## config.mk

```make
export PLATFORM = sky130hd
export DESIGN_NAME = iwg_guard
export DESIGN_NICKNAME = d
export VERILOG_FILES = /design/src/iwg_pkg.sv /design/src/iwg_crc8.sv /design/src/iwg_guard.sv
export VERILOG_INCLUDE_DIRS = /design/src
export SDC_FILE = /design/constraint.sdc
export NUM_CORES = 1
export LEC_CHECK = 0
export ABC_AREA = 1
export CAP_MARGIN = 20
export CORE_ASPECT_RATIO = 0.6
export CORE_MARGIN = 2
export CORE_UTILIZATION = 60
export CTS_BUF_LIST = sky130_fd_sc_hd__clkbuf_4
export CTS_CLUSTER_DIAMETER = 30
export CTS_CLUSTER_SIZE = 16
export DETAILED_ROUTE_END_ITERATION = 7
export DONT_BUFFER_PORTS = 1
export GPL_TIMING_DRIVEN = 0
export HOLD_SLACK_MARGIN = 0.02
export PLACE_DENSITY = 0.74
export SYNTH_ARGS = -nofsm -noshare
export SYNTH_HDL_FRONTEND = slang
export SYNTH_SLANG_ARGS = --single-unit
```

## constraint.sdc

```tcl
create_clock -name clock_i -period 10.4 [get_ports clock_i]
set_input_delay 0 -clock clock_i [delete_from_list [all_inputs] [get_ports clock_i]]
set_output_delay 0 -clock clock_i [all_outputs]
set_load 0.005 [all_outputs]
```

## src/iwg_regs.svh

```systemverilog
// register map, field positions, reset values and timing figures of the write guard
// assumes inclusion by bare name from the package and the design modules
`ifndef IWG_REGS_SVH
`define IWG_REGS_SVH

// ************************************************************
// register offsets
// ************************************************************
`define IWG_REG_ST_OV1 8'h00
`define IWG_REG_ST_OV2 8'h01
`define IWG_REG_ST_UV1 8'h02
`define IWG_REG_ST_UV2 8'h03
`define IWG_REG_ST_RUN 8'h04
`define IWG_REG_SAFE 8'h05
`define IWG_REG_CTRL1 8'h06
`define IWG_REG_VMON1 8'h07
`define IWG_REG_VMON2 8'h08
`define IWG_REG_IRQ_FLAG 8'h09
`define IWG_REG_IRQ_MASK 8'h0A
`define IWG_REG_CHALLENGE 8'h0B
`define IWG_REG_ECHO 8'h0C
`define IWG_REG_LAST_GUARDED 8'h08

// ************************************************************
// field layout of the sticky flag vector
// ************************************************************
`define IWG_FLAGS 27
`define IWG_F_OV_SW 0
`define IWG_F_OV_LDO 7
`define IWG_F_UV_SW 11
`define IWG_F_UV_LDO 18
`define IWG_F_CAUSE 22
`define IWG_N_SW 7
`define IWG_N_LDO 4
`define IWG_N_CAUSE 5
`define IWG_CTRL1_SECURE 6

// ************************************************************
// reset values and crc figures
// ************************************************************
`define IWG_RST_CTRL1 7'h7F
`define IWG_RST_VMON1 7'h7F
`define IWG_RST_VMON2 4'hF
`define IWG_RST_MASK 1'h0
`define IWG_RST_LFSR 8'h01
`define IWG_CRC_POLY 8'h1D
`define IWG_CRC_INIT 8'hFF

// ************************************************************
// framing and timing
// ************************************************************
`define IWG_BYTE_LAST_BIT 3'h7
`define IWG_IDX_DATA 3'h2
`define IWG_IDX_CRC 3'h3
`define IWG_IDX_MAX 3'h4
`define IWG_TIMEOUT_MS 10
`define IWG_CLK_KHZ 100000

`endif

```

## src/iwg_pkg.sv

```systemverilog
// types shared by the write guard modules
// assumes iwg_regs.svh on the include path
`include "iwg_regs.svh"

package iwg_pkg;

	// ************************************************************
	// guard sequencer states
	// ************************************************************
	typedef enum logic [0:0] {
		IWG_IDLE = 1'b0,
		IWG_PENDING = 1'b1
	} iwg_state_e;

	// ************************************************************
	// one register write
	// ************************************************************
	typedef struct packed {
		logic [7:0] addr;
		logic [7:0] data;
	} iwg_write_s;

	// ************************************************************
	// guarded control bits
	// ************************************************************
	typedef struct packed {
		logic secure_en;
		logic kick_input_standby_watch;
		logic watchdog_standby_enable;
		logic watchdog_counter_enable;
		logic input_overvolt_shutdown_enable;
		logic input_overvolt_lockout_enable;
		logic thermal_watch_enable;
	} iwg_ctrl1_s;

endpackage

```

## src/iwg_crc8.sv

```systemverilog
// byte-wise crc-8 accumulator, polynomial and preset from iwg_regs.svh
// assumes bytes arrive one per valid cycle, clear ahead of each transaction
`timescale 1ns/1ps
`include "iwg_regs.svh"

module iwg_crc8 (
	// clock and reset
	input wire logic clock_i,
	input wire logic rst_i,
	// byte stream
	input wire logic clear_i,
	input wire logic valid_i,
	input wire logic [7:0] data_i,
	// running value
	output logic [7:0] crc_o
);

	logic [7:0] next_crc;

	always_comb begin
		next_crc = crc_o ^ data_i;
		for (int i = 0; i < 8; i++) begin
			if (next_crc[7]) begin
				next_crc = {next_crc[6:0], 1'b0} ^ `IWG_CRC_POLY;
			end else begin
				next_crc = {next_crc[6:0], 1'b0};
			end
		end
	end

	always_ff @(posedge clock_i or posedge rst_i) begin
		if (rst_i) begin
			crc_o <= `IWG_CRC_INIT;
		end else if (clear_i) begin
			crc_o <= `IWG_CRC_INIT;
		end else if (valid_i) begin
			crc_o <= next_crc;
		end
	end

endmodule

```

## src/iwg_guard.sv

```systemverilog
// write-path crc check and challenge-echo guard behind the i2c target framer
// assumes the framer delivers write frames only, bit by bit, msb first, with start and stop strobes
`timescale 1ns/1ps
`include "iwg_regs.svh"

// Behaviour
// - crc check runs only when the crc fuse is set
// - a crc byte is computed over each completed write transaction
// - crc mismatch drops the command, sets fault flag, irq low when unmasked
// - crc-8 with polynomial 0x1D, preset 0xFF; host sends matching byte
// - guarded procedure only with the guard fuse set, else direct writes
// - protected write is held pending and a random challenge is loaded
// - matching echo applies the pending write and clears challenge and echo
// - differing echo drops the pending write and clears both registers
// - any other write abandons the pending one and executes normally; here a guarded-register write instead replaces it and loads a new challenge
// - no echo within 10 ms abandons the pending write, back to idle
// - self-test over and undervoltage flags clear by guarded write of one
// - self-test launch by writing one, guarded
// - five safe-state cause flags clear by guarded write of one
// - thermal watch enable is guarded; zero stops thermal detection
// - input overvoltage lockout and shutdown enables are guarded
// - watchdog counter and standby counter enables are guarded
// - standby kick-input watch enable is guarded
// - runtime guard enable is guarded; zero turns protection off
// - per-regulator monitor enables are guarded
// - trial-config pin high bypasses crc and guard outside power-up
// - only whole bytes are used; partial bytes dropped and not acknowledged
module iwg_guard #(
	parameter int TIMEOUT_CYCLES = `IWG_TIMEOUT_MS * `IWG_CLK_KHZ
) (
	// clock and reset
	input wire logic clock_i,
	input wire logic rst_i,
	// fuses and mode pins
	input wire logic fuse_crc_en_i,
	input wire logic fuse_guard_en_i,
	input wire logic trial_config_pin_i,
	input wire logic powerup_active_i,
	// framer bit stream
	input wire logic frame_start_i,
	input wire logic frame_stop_i,
	input wire logic rx_bit_valid_i,
	input wire logic rx_bit_i,
	output logic ack_o,
	// register read port
	input wire logic rd_req_i,
	input wire logic [7:0] rd_addr_i,
	output logic [7:0] rd_data_o,
	// flag set events from the monitors
	input wire logic [`IWG_FLAGS-1:0] flag_set_i,
	// controlled outputs
	output logic [`IWG_FLAGS-1:0] flags_o,
	output logic selftest_launch_o,
	output iwg_pkg::iwg_ctrl1_s ctrl1_o,
	output logic [6:0] buck_monitor_enable_o,
	output logic [3:0] linear_monitor_enable_o,
	output logic irq_out_n_o,
	output logic guard_pending_o
);

	// ************************************************************
	// declarations
	// ************************************************************
	localparam logic [19:0] TIMEOUT_LOAD = 20'(TIMEOUT_CYCLES - 1);

	logic [7:0] shift;
	logic [2:0] bit_cnt;
	logic [2:0] byte_cnt;
	logic in_frame;
	logic [7:0] rx_addr;
	logic [7:0] rx_data;
	logic [7:0] rx_crc;
	logic [7:0] crc_calc;
	logic [7:0] rx_byte;
	logic byte_done;
	iwg_pkg::iwg_state_e state;
	iwg_pkg::iwg_write_s pend;
	iwg_pkg::iwg_write_s apply;
	logic [7:0] challenge_code;
	logic [7:0] challenge_echo;
	logic [7:0] lfsr;
	logic [19:0] timer;
	logic crc_fault;
	logic crc_mask;
	logic bypass;
	logic crc_on;
	logic guard_on;
	logic has_cmd;
	logic crc_match;
	logic commit_ok;
	logic crc_bad;
	logic take_echo;
	logic take_guard;
	logic take_plain;
	logic apply_v;
	logic timeout;
	logic [`IWG_FLAGS-1:0] clr_flags;
	logic [`IWG_FLAGS-1:0] wr_map;

	// ************************************************************
	// mode decode
	// ************************************************************
	assign bypass = trial_config_pin_i & ~powerup_active_i;
	assign crc_on = fuse_crc_en_i & ~bypass;
	assign guard_on = fuse_guard_en_i & ctrl1_o.secure_en & ~bypass;

	// ************************************************************
	// byte assembly
	// ************************************************************
	assign rx_byte = {shift[6:0], rx_bit_i};
	assign byte_done = in_frame & rx_bit_valid_i & ~frame_start_i & ~frame_stop_i
		& (bit_cnt == `IWG_BYTE_LAST_BIT);

	always_ff @(posedge clock_i or posedge rst_i) begin
		if (rst_i) begin
			shift <= 8'h00;
			bit_cnt <= 3'h0;
			byte_cnt <= 3'h0;
			in_frame <= 1'b0;
			ack_o <= 1'b0;
		end else begin
			ack_o <= byte_done;
			if (frame_start_i) begin
				bit_cnt <= 3'h0;
				byte_cnt <= 3'h0;
				in_frame <= 1'b1;
			end else if (frame_stop_i) begin
				in_frame <= 1'b0; // a trailing partial byte dies here
			end else if (in_frame && rx_bit_valid_i) begin
				shift <= rx_byte;
				bit_cnt <= bit_cnt + 3'h1;
				if (byte_done && byte_cnt != `IWG_IDX_MAX) begin
					byte_cnt <= byte_cnt + 3'h1;
				end
			end
		end
	end

	// bytes past the crc byte are ignored
	always_ff @(posedge clock_i or posedge rst_i) begin
		if (rst_i) begin
			rx_addr <= 8'h00;
			rx_data <= 8'h00;
			rx_crc <= 8'h00;
		end else if (byte_done) begin
			if (byte_cnt == `IWG_IDX_DATA - 3'h1) begin
				rx_addr <= rx_byte;
			end
			if (byte_cnt == `IWG_IDX_DATA) begin
				rx_data <= rx_byte;
			end
			if (byte_cnt == `IWG_IDX_CRC) begin
				rx_crc <= rx_byte;
			end
		end
	end

	// ************************************************************
	// crc over target address, register address and data
	// ************************************************************
	iwg_crc8 u_crc (
		.clock_i(clock_i),
		.rst_i(rst_i),
		.clear_i(frame_start_i),
		.valid_i(byte_done && byte_cnt < `IWG_IDX_CRC),
		.data_i(rx_byte),
		.crc_o(crc_calc)
	);

	assign has_cmd = frame_stop_i & in_frame & (byte_cnt > `IWG_IDX_DATA);
	assign crc_match = (byte_cnt == `IWG_IDX_MAX) & (rx_crc == crc_calc);
	assign commit_ok = has_cmd & (~crc_on | crc_match);
	assign crc_bad = has_cmd & crc_on & ~crc_match;

	// ************************************************************
	// guard sequencer
	// ************************************************************
	assign take_echo = commit_ok & (state == iwg_pkg::IWG_PENDING) & (rx_addr == `IWG_REG_ECHO);
	assign take_guard = commit_ok & ~take_echo & guard_on & (rx_addr <= `IWG_REG_LAST_GUARDED);
	assign take_plain = commit_ok & ~take_echo & ~take_guard;
	assign apply_v = take_plain | (take_echo & (rx_data == challenge_code));
	assign apply.addr = take_echo ? pend.addr : rx_addr;
	assign apply.data = take_echo ? pend.data : rx_data;
	assign timeout = (state == iwg_pkg::IWG_PENDING) & (timer == 20'h0) & ~commit_ok;

	// free-running generator, never zero
	always_ff @(posedge clock_i or posedge rst_i) begin
		if (rst_i) begin
			lfsr <= `IWG_RST_LFSR;
		end else begin
			lfsr <= {lfsr[6:0], lfsr[7] ^ lfsr[5] ^ lfsr[4] ^ lfsr[3]};
		end
	end

	always_ff @(posedge clock_i or posedge rst_i) begin
		if (rst_i) begin
			state <= iwg_pkg::IWG_IDLE;
			pend <= '0;
			timer <= 20'h0;
		end else begin
			case (state)
				iwg_pkg::IWG_IDLE: begin
					if (take_guard) begin
						state <= iwg_pkg::IWG_PENDING;
						pend <= '{addr: rx_addr, data: rx_data};
						timer <= TIMEOUT_LOAD;
					end
				end
				iwg_pkg::IWG_PENDING: begin
					if (take_guard) begin
						pend <= '{addr: rx_addr, data: rx_data};
						timer <= TIMEOUT_LOAD;
					end else if (take_echo || take_plain || timeout) begin
						state <= iwg_pkg::IWG_IDLE;
					end else begin
						timer <= timer - 20'h1;
					end
				end
				default: begin
					state <= iwg_pkg::IWG_IDLE;
				end
			endcase
		end
	end

	always_ff @(posedge clock_i or posedge rst_i) begin
		if (rst_i) begin
			challenge_code <= 8'h00;
			challenge_echo <= 8'h00;
		end else if (take_guard) begin
			challenge_code <= lfsr;
			challenge_echo <= 8'h00;
		end else if (take_echo || timeout || (take_plain && state == iwg_pkg::IWG_PENDING)) begin
			challenge_code <= 8'h00;
			challenge_echo <= 8'h00;
		end else if (take_plain && rx_addr == `IWG_REG_ECHO) begin
			challenge_echo <= rx_data;
		end
	end

	// ************************************************************
	// register writes
	// ************************************************************
	always_comb begin
		wr_map = '0;
		case (apply.addr)
			`IWG_REG_ST_OV1: wr_map[`IWG_F_OV_SW +: `IWG_N_SW] = apply.data[6:0];
			`IWG_REG_ST_OV2: wr_map[`IWG_F_OV_LDO +: `IWG_N_LDO] = apply.data[3:0];
			`IWG_REG_ST_UV1: wr_map[`IWG_F_UV_SW +: `IWG_N_SW] = apply.data[6:0];
			`IWG_REG_ST_UV2: wr_map[`IWG_F_UV_LDO +: `IWG_N_LDO] = apply.data[3:0];
			`IWG_REG_SAFE: wr_map[`IWG_F_CAUSE +: `IWG_N_CAUSE] = apply.data[4:0];
			default: wr_map = '0;
		endcase
	end

	generate
		for (genvar k = 0; k < `IWG_FLAGS; k++) begin : g_flag
			assign clr_flags[k] = apply_v & wr_map[k];
			// a set in the clearing cycle wins
			always_ff @(posedge clock_i or posedge rst_i) begin
				if (rst_i) begin
					flags_o[k] <= 1'b0;
				end else if (flag_set_i[k]) begin
					flags_o[k] <= 1'b1;
				end else if (clr_flags[k]) begin
					flags_o[k] <= 1'b0;
				end
			end
		end
	endgenerate

	always_ff @(posedge clock_i or posedge rst_i) begin
		if (rst_i) begin
			selftest_launch_o <= 1'b0;
		end else begin
			selftest_launch_o <= apply_v & (apply.addr == `IWG_REG_ST_RUN) & apply.data[0];
		end
	end

	always_ff @(posedge clock_i or posedge rst_i) begin
		if (rst_i) begin
			ctrl1_o <= `IWG_RST_CTRL1;
			buck_monitor_enable_o <= `IWG_RST_VMON1;
			linear_monitor_enable_o <= `IWG_RST_VMON2;
		end else if (apply_v) begin
			if (apply.addr == `IWG_REG_CTRL1) begin
				ctrl1_o <= apply.data[6:0];
			end
			if (apply.addr == `IWG_REG_VMON1) begin
				buck_monitor_enable_o <= apply.data[6:0];
			end
			if (apply.addr == `IWG_REG_VMON2) begin
				linear_monitor_enable_o <= apply.data[3:0];
			end
		end
	end

	// ************************************************************
	// crc fault flag and interrupt pin
	// ************************************************************
	always_ff @(posedge clock_i or posedge rst_i) begin
		if (rst_i) begin
			crc_fault <= 1'b0;
			crc_mask <= `IWG_RST_MASK;
		end else begin
			if (crc_bad) begin
				crc_fault <= 1'b1;
			end else if (apply_v && apply.addr == `IWG_REG_IRQ_FLAG && apply.data[0]) begin
				crc_fault <= 1'b0;
			end
			if (apply_v && apply.addr == `IWG_REG_IRQ_MASK) begin
				crc_mask <= apply.data[0];
			end
		end
	end

	always_ff @(posedge clock_i or posedge rst_i) begin
		if (rst_i) begin
			irq_out_n_o <= 1'b1;
			guard_pending_o <= 1'b0;
		end else begin
			irq_out_n_o <= ~(crc_fault & ~crc_mask);
			guard_pending_o <= (state == iwg_pkg::IWG_PENDING);
		end
	end

	// ************************************************************
	// register reads, no side effects
	// ************************************************************
	always_ff @(posedge clock_i or posedge rst_i) begin
		if (rst_i) begin
			rd_data_o <= 8'h00;
		end else if (rd_req_i) begin
			case (rd_addr_i)
				`IWG_REG_ST_OV1: rd_data_o <= {1'b0, flags_o[`IWG_F_OV_SW +: `IWG_N_SW]};
				`IWG_REG_ST_OV2: rd_data_o <= {4'h0, flags_o[`IWG_F_OV_LDO +: `IWG_N_LDO]};
				`IWG_REG_ST_UV1: rd_data_o <= {1'b0, flags_o[`IWG_F_UV_SW +: `IWG_N_SW]};
				`IWG_REG_ST_UV2: rd_data_o <= {4'h0, flags_o[`IWG_F_UV_LDO +: `IWG_N_LDO]};
				`IWG_REG_SAFE: rd_data_o <= {3'h0, flags_o[`IWG_F_CAUSE +: `IWG_N_CAUSE]};
				`IWG_REG_CTRL1: rd_data_o <= {1'b0, ctrl1_o};
				`IWG_REG_VMON1: rd_data_o <= {1'b0, buck_monitor_enable_o};
				`IWG_REG_VMON2: rd_data_o <= {4'h0, linear_monitor_enable_o};
				`IWG_REG_IRQ_FLAG: rd_data_o <= {7'h00, crc_fault};
				`IWG_REG_IRQ_MASK: rd_data_o <= {7'h00, crc_mask};
				`IWG_REG_CHALLENGE: rd_data_o <= challenge_code;
				`IWG_REG_ECHO: rd_data_o <= challenge_echo;
				default: rd_data_o <= 8'h00;
			endcase
		end
	end

endmodule

```

==> results.ini, run 1 <==
[status]
status=complete, but fails checks
violations=DRC

[place]
place.gp.congestion=0.939
dp_cells=1218
numPortBuffers=0
postPlaceCellArea_um2=8680
place_hpwl_um=16000

[critical_path]
worstRegToRegCells=13
worstPathRequired_ns=10.87
slowest_stage=dfrtp_1
crit_chain=inv_1 > ha_1 > nor2_1 > nor2_1 > nor3_2 > buf_2 > nand4_1 > nand2_2 > nand2_2 > nor2_1 > nand3_1 > nand2_1 > nand2_1
r2r_start=byte_cnt[0]
crit_path_max_fanout=10
critPathKind=flip-flop to flip-flop
r2r-end=flags_o[18]
crit_path_start_kind=flip-flop
critical-path-top-delay-family=simple AND/OR/NAND/NOR gates
r2r_setup_slack_ns=7.74
cp.depth=13
cp-end-kind=flip-flop
critPathBufInv=2
path_common_cell=nor2_1
arrival_ns=3.13
slowest_delay_ns=0.46

[synthesis]
synthArstFlopShare=1.00
seq_area_frac_synth=0.495
synthCells=1025
avgSynthCellArea_um2=8.20
ys_seq_elements=165
synth_top_flop_cell=dfrtp_1
synth_top_area_share=0.408
yosysUniqueCellTypes=41
synth-edff-count=0
synth_warnings=0
ys_top_cells_by_area=dfrtp_1 41%, nand2_1 13%, dfstp_2 8.8%
syn-num-nets=1078
yosys.area.top_type=dfrtp_1
syn_area_um2=8410

[clock_network]
postCtsSetupBuffers=0
cts-hold-fix-buffers=44
root_buffer=clkbuf_4
clock_latency_ns=0.58
clock_sinks=165
cts_tree=built
path_clk_slew_ns=0.14
cts-resized-gates=0
numCtsBuffers=17
htree_levels=4
clock_path_buffers=2

[detailed_routing]
drc=2
vias=7164
wirelength_um=21600
top_layer=met4
first_iter_violations=887
wl_met2_um=8390
wl_per_cell_um=16.7
met1_length_um=10900
vias_per_cell=5.53
wl_met3_um=2130
ant_nets=0
dr.pass1.iters=8

[grt]
antenna_found_initial=0
grt-ovfl-total=0
grt_pass1_vias=6558
grt_pass1_wl_um=34800
grt_usage=0.307
grt_max_degree=103

[floorplan]
rows=33
ios=103
die_y_um=95.7
die_area_um2=15000
core_um2=13700
dieWidth_um=157
initial_core_util=0.615

[cells_and_area]
antenna_cells=0
drive_gt1_frac=0.113
final_area_um2=9420
seqCellArea_um2=4160
final_cells=1295
finish.utilization=0.689
final_nets=1143
multi_input_area_um2=3600
syn_to_final_growth_pct=12.0
fillers=1128

[power]
pwr_density_cell_nw_per_um2=126
vdd_drop_max_mv=0.0855
power.leakage_nw=4.56
finalPower_mw=1.18

[timing]
tightest_slew_ns=0.991
fmax_ghz=0.376
tns_ns=0
skew_ns=0.0339
finalSetupViolCount=0
final_hold_viol_count=0
drv_slew=0
rsz0062_at_grt=false
min_period_over_period=0.256
relSlewSlack=0.334
fin_crit_ns=2.66

[worst_hold_path]
min_to=rd_data_o[7]
min_from=rd_addr_i[1]
hold_depth=7
hold_path_class=primary input to flip-flop

[flow_run]
drv_cap=0

==> power breakdown <==
part           internal (mW)  switching [mW]
clock                  0.125           0.250
sequential             0.657          0.0110
combinational         0.0574          0.0845
total                  0.839           0.346
==> worst reg2reg max path, delay by kind of cell (launching register included) <==
family / cells / cell delay [ns]
buf+inv: 2 / 0.42
fa+ha+maj: 1 / 0.22
flops: 1 / 0.46
simple gates: 10 / 1.48
==> synthesized netlist by cell type, types with 4 or more instances <==
| cell | n |
|---|---|
| xnor2_1 | 27 |
| nor3_1 | 17 |
| nor2_4 | 6 |
| nand2_2 | 11 |
| nand4_1 | 21 |
| a221oi_1 | 6 |
| nand2_1 | 283 |
| nand3_1 | 67 |
| nand4_2 | 5 |
| a21oi_1 | 23 |
| o22ai_1 | 5 |
| dfrtp_1 | 137 |
| buf_2 | 6 |
| o2111ai_1 | 4 |
| nor2_2 | 4 |
| nor2_1 | 83 |
| nand3_4 | 4 |
| o21ai_0 | 70 |
| dfstp_2 | 28 |
| xor2_1 | 21 |
| inv_2 | 7 |
| inv_1 | 127 |
| buf_6 | 4 |
| clkbuf_1 | 8 |
| o21ai_1 | 16 |
| a22o_1 | 5 |
| ha_1 | 7 |
==> stage by stage <==
step	setup slack (ns)	hold slack, ns
global route	7.49	0.0342
floorplan	5.98	0.0982
detailed placement	7.83	-0.0797
CTS	7.78	0.0243
global placement	4.29	0.0991
finish	7.74	0.0454
==> metal layers <==
layer,global-route usage,vias up
met2,0.398,302
met4,0.0535,0
li1,-,3433
met5,0,-
met3,0.0797,24
met1,0.506,3405
==> cells by family after synthesis <==
group           synth area share
simple gates               0.276
flops                      0.495
buf+inv                   0.0760
compound gates            0.0899
xor+xnor                  0.0519
fa+ha+maj                 0.0104
==> registers in the layout, summed over array words and instances (netlist names), 4 cells and up <==
register	cells
buck_monitor_enable_o	7
challenge_code	8
challenge_echo	8
ctrl1_o	7
flags_o	27
lfsr	8
linear_monitor_enable_o	4
pend	15
rd_data_o	8
rx_addr	8
rx_crc	8
rx_data	8
shift	7
timer	20
u_crc.crc_o	8
==> how the worst max path moves through the flow <==
stage / from / to / slack [ns]
2_1_floorplan: rst_i / ack_o / 5.98
3_5_place_dp: byte_cnt[0] / flags_o[26] / 7.83
3_3_place_gp: rst_i / flags_o[22] / 4.29
4_1_cts: byte_cnt[0] / flags_o[16] / 7.78
6_report: byte_cnt[0] / flags_o[18] / 7.74
5_1_grt: byte_cnt[0] / flags_o[10] / 7.49
==> cell type report <==
cell class / count / area share
plain buffers: 21 / 0.0135
repair buffers: 46 / 0.0521
well taps: 192 / 0.0255
inverters: 136 / 0.0551
clock buffers: 17 / 0.0135
multi-input cells: 703 / 0.383
clock inverters: 15 / 0.0155
flip-flops and latches: 165 / 0.442
==> cell usage in the layout, fill, tap and decap left out, drive strengths merged <==
| cell type | count |
|---|---|
| nor2 | 93 |
| clkinvlp | 1 |
| o21ai | 87 |
| inv | 140 |
| dfrtp | 137 |
| nand3 | 74 |
| nor3 | 19 |
| a22o | 5 |
| xor2 | 21 |
| dfstp | 28 |
| dlygate4sd3 | 43 |
| or2 | 1 |
| nor4 | 3 |
| a21oi | 23 |
| o31ai | 1 |
| o2111ai | 4 |
| o211ai | 3 |
| ha | 7 |
| a221oi | 6 |
| clkbuf | 26 |
| nor3b | 1 |
| bufinv | 1 |
| nand2 | 295 |
| buf | 15 |
| xnor2 | 28 |
| o221ai | 1 |
| o22ai | 5 |
| nand4 | 26 |
| clkinv | 9 |
Note: power is estimated with default switching activity, not from simulation.
==> run 2, diff against run 1 <==
PLACE_DENSITY = 0.77   (was 0.74)
clock period = 2.25 ns   (was 10.4 ns; I/O delays follow)
==> run 2 against run 1 <==
Against the previous run: the run ends with setup timing left; core utilization grew 8.0 points; cell count grew 3.9%; critical endpoint is now buck_monitor_enable_o[5]; first-iteration DRC count grew 16%.
==> results.ini, run 2 (synthesis results as in run 1) <==
[power]
p_int_mw=3.88  ; +360%
swShare=0.296  ; +0.00378
p_sw_mw=1.63  ; +370%
clockPowerShare=0.316  ; about the same
finalPower_mw=5.51  ; +360%
combPwrFrac=0.123  ; +0.003
power.leakage_nw=4.97  ; +9.0%
seq_power_share=0.561  ; -0.003
pwr_density_cell_nw_per_um2=523  ; +320%
vdd_drop_max_mv=0.374  ; +340%

[grt]
grt_pass1_wl_um=36900  ; +6.0%
grt-ovfl-total=0  ; unchanged
antenna_found_initial=0  ; unchanged
grt_max_degree=43  ; -58%
grt_usage=0.325  ; +0.0180
grt_pass1_vias=6823  ; +4.0%

[floorplan]
die_area_um2=15000  ; unchanged
dieWidth_um=157  ; unchanged
ios=103  ; unchanged
die_y_um=95.7  ; unchanged
rows=33  ; unchanged
core_um2=13700  ; unchanged
initial_core_util=0.615  ; unchanged

[critical_path]
r2r_start=byte_cnt[1]
path_common_cell=nand2_2
crit_path_start_kind=flip-flop
worstPathRequired_ns=2.77  ; -8.10 ns
slowest_delay_ns=0.45  ; about the same
arrival_ns=2.92  ; -0.21 ns
crit_path_max_fanout=7  ; -3
worstRegToRegCells=17  ; +4
crit_chain=inv_2 > ha_4 > nand2_2 > inv_2 > nand3_2 > nor2_2 > nand3_2 > nand2_4 > buf_6 > nand4_1 > nand2_2 > buf_6 > nand2_4 > nor2_4 > nand3_4 > nand2_2 > nand2_1
crit_start=byte_cnt[1]
r2r_setup_slack_ns=-0.15  ; -7.89 ns
critPathKind=flip-flop to flip-flop
cp-end-kind=flip-flop
slowest_stage=dfrtp_1

[detailed_routing]
ant_nets=0  ; unchanged
wirelength_um=26000  ; +20%
dr.pass1.iters=6  ; -2
vias_per_cell=5.86  ; +6.0%
wl_per_cell_um=19.3  ; +16%
first_iter_violations=1030  ; +16%
drc=0  ; -2
vias=7888  ; +10%

[timing]
tns_ns=-4.07  ; -4.07 ns
holdWs_ns=0.0241  ; -0.0213 ns
skew_ns=0.0381  ; +0.00421 ns
rsz0062_at_grt=true
fmax_ghz=0.416  ; +11%
drv_slew=0  ; unchanged
timing.final.ws_setup_ns=-0.155  ; -7.89 ns
tightest_slew_ns=1.12  ; +0.131 ns
final_hold_viol_count=0  ; unchanged
relSlewSlack=0.247  ; -0.0868
fin_crit_ns=2.40  ; -0.256 ns
finalSetupViolCount=71  ; +71
min_period_over_period=1.07  ; +0.813

[clock_network]
cts_tree=built
clock_latency_ns=0.60  ; +0.02 ns
htree_levels=4  ; unchanged
clock_path_buffers=2  ; unchanged
root_buffer=clkbuf_4
numCtsBuffers=17  ; unchanged
path_clk_slew_ns=0.17  ; +0.03 ns
clock_sinks=165  ; unchanged

[cells_and_area]
final_nets=1193  ; +4.4%
antenna_cells=0  ; unchanged
final_common_cell=nand2_1
regMostFlops=flags_o
final_cells=1345  ; +3.9%
syn_to_final_growth_pct=25.1
finish.utilization=0.770  ; +0.0805
fillers=942  ; -16%
reg_top3=flags_o x27, timer x20, pend x15
final_cell_mix=252 x nand2_1, 137 x dfrtp_1, 119 x inv_1
drive_gt1_frac=0.228  ; +0.115
final_area_um2=10500  ; +12%
largest_register_ffs=27  ; unchanged

[place]
postPlaceCellArea_um2=8730  ; +0.56%
dp_slack_ns=-0.323  ; -8.15 ns
dp_cells=1221  ; +0.25%
numPortBuffers=0  ; unchanged
place.gp.congestion=1.03  ; +9.5%
place_hpwl_um=16600  ; +3.5%

[status]
status=complete, but fails checks
violations=setup timing

[worst_hold_path]
hold_depth=3  ; -4
hold_path_class=primary input to flip-flop
min_from=flag_set_i[10]

[flow_run]
drv_cap=0  ; unchanged

==> run 2: area by class of cell <==
class,instances,area [µm²],area share
Buffer,21,204,0.0194
Multi-Input combinational cell,703,4100,0.390
Clock inverter,14,129,0.0123
Tap cell,192,240,0.0228
Sequential cell,165,4160,0.396
Timing Repair Buffer,96,1000,0.0950
Clock buffer,18,135,0.0128
Inverter,136,551,0.0523
==> run 2: path summary, 6_finish.rpt <==
path / to
worst max-delay path: buck_monitor_enable_o[5]
worst min-delay path: flags_o[10]
worst max register to register: buck_monitor_enable_o[5]
worst min register to register: lfsr[3]
max in group asynchronous: flags_o[1]
min in group asynchronous: buck_monitor_enable_o[4]
==> run 2: critical path: cells and delay by family (launching register included) <==
| kind | cells | cell delay, ns |
|---|---|---|
| AND/OR/NAND/NOR | 12 | 1.34 |
| flip-flops | 1 | 0.45 |
| buffers and inverters | 4 | 0.44 |
| adder cells (fa/ha/maj) | 1 | 0.13 |
==> run 2: power groups by stage <==
stage	sequential [mW]	combinational, mW	clock [mW]
2_1_floorplan	3.13	0.475	0
3_3_place_gp	3.14	0.570	0
3_5_place_dp	3.14	0.596	0
4_1_cts	3.09	0.661	1.71
5_1_grt	3.10	0.769	1.86
6_report	3.09	0.679	1.74
==> run 2: repair_timing <==
action                                 in CTS  in global routing
hold buffers                               40                  1
gates cloned                                2                  2
pin swaps                                  23                 53
gates resized for setup                    56                132
buffers inserted                           21                 26
setup endpoints to repair                 100                104
endpoints found under the hold margin     211                  4
==> run 2: per-layer routing <==
metal / wire length, µm / global-route usage
met3: 3330 / 0.0959
met4: 546 / 0.0673
met5: 0 / 0
met1: 11000 / 0.517
met2: 11100 / 0.431
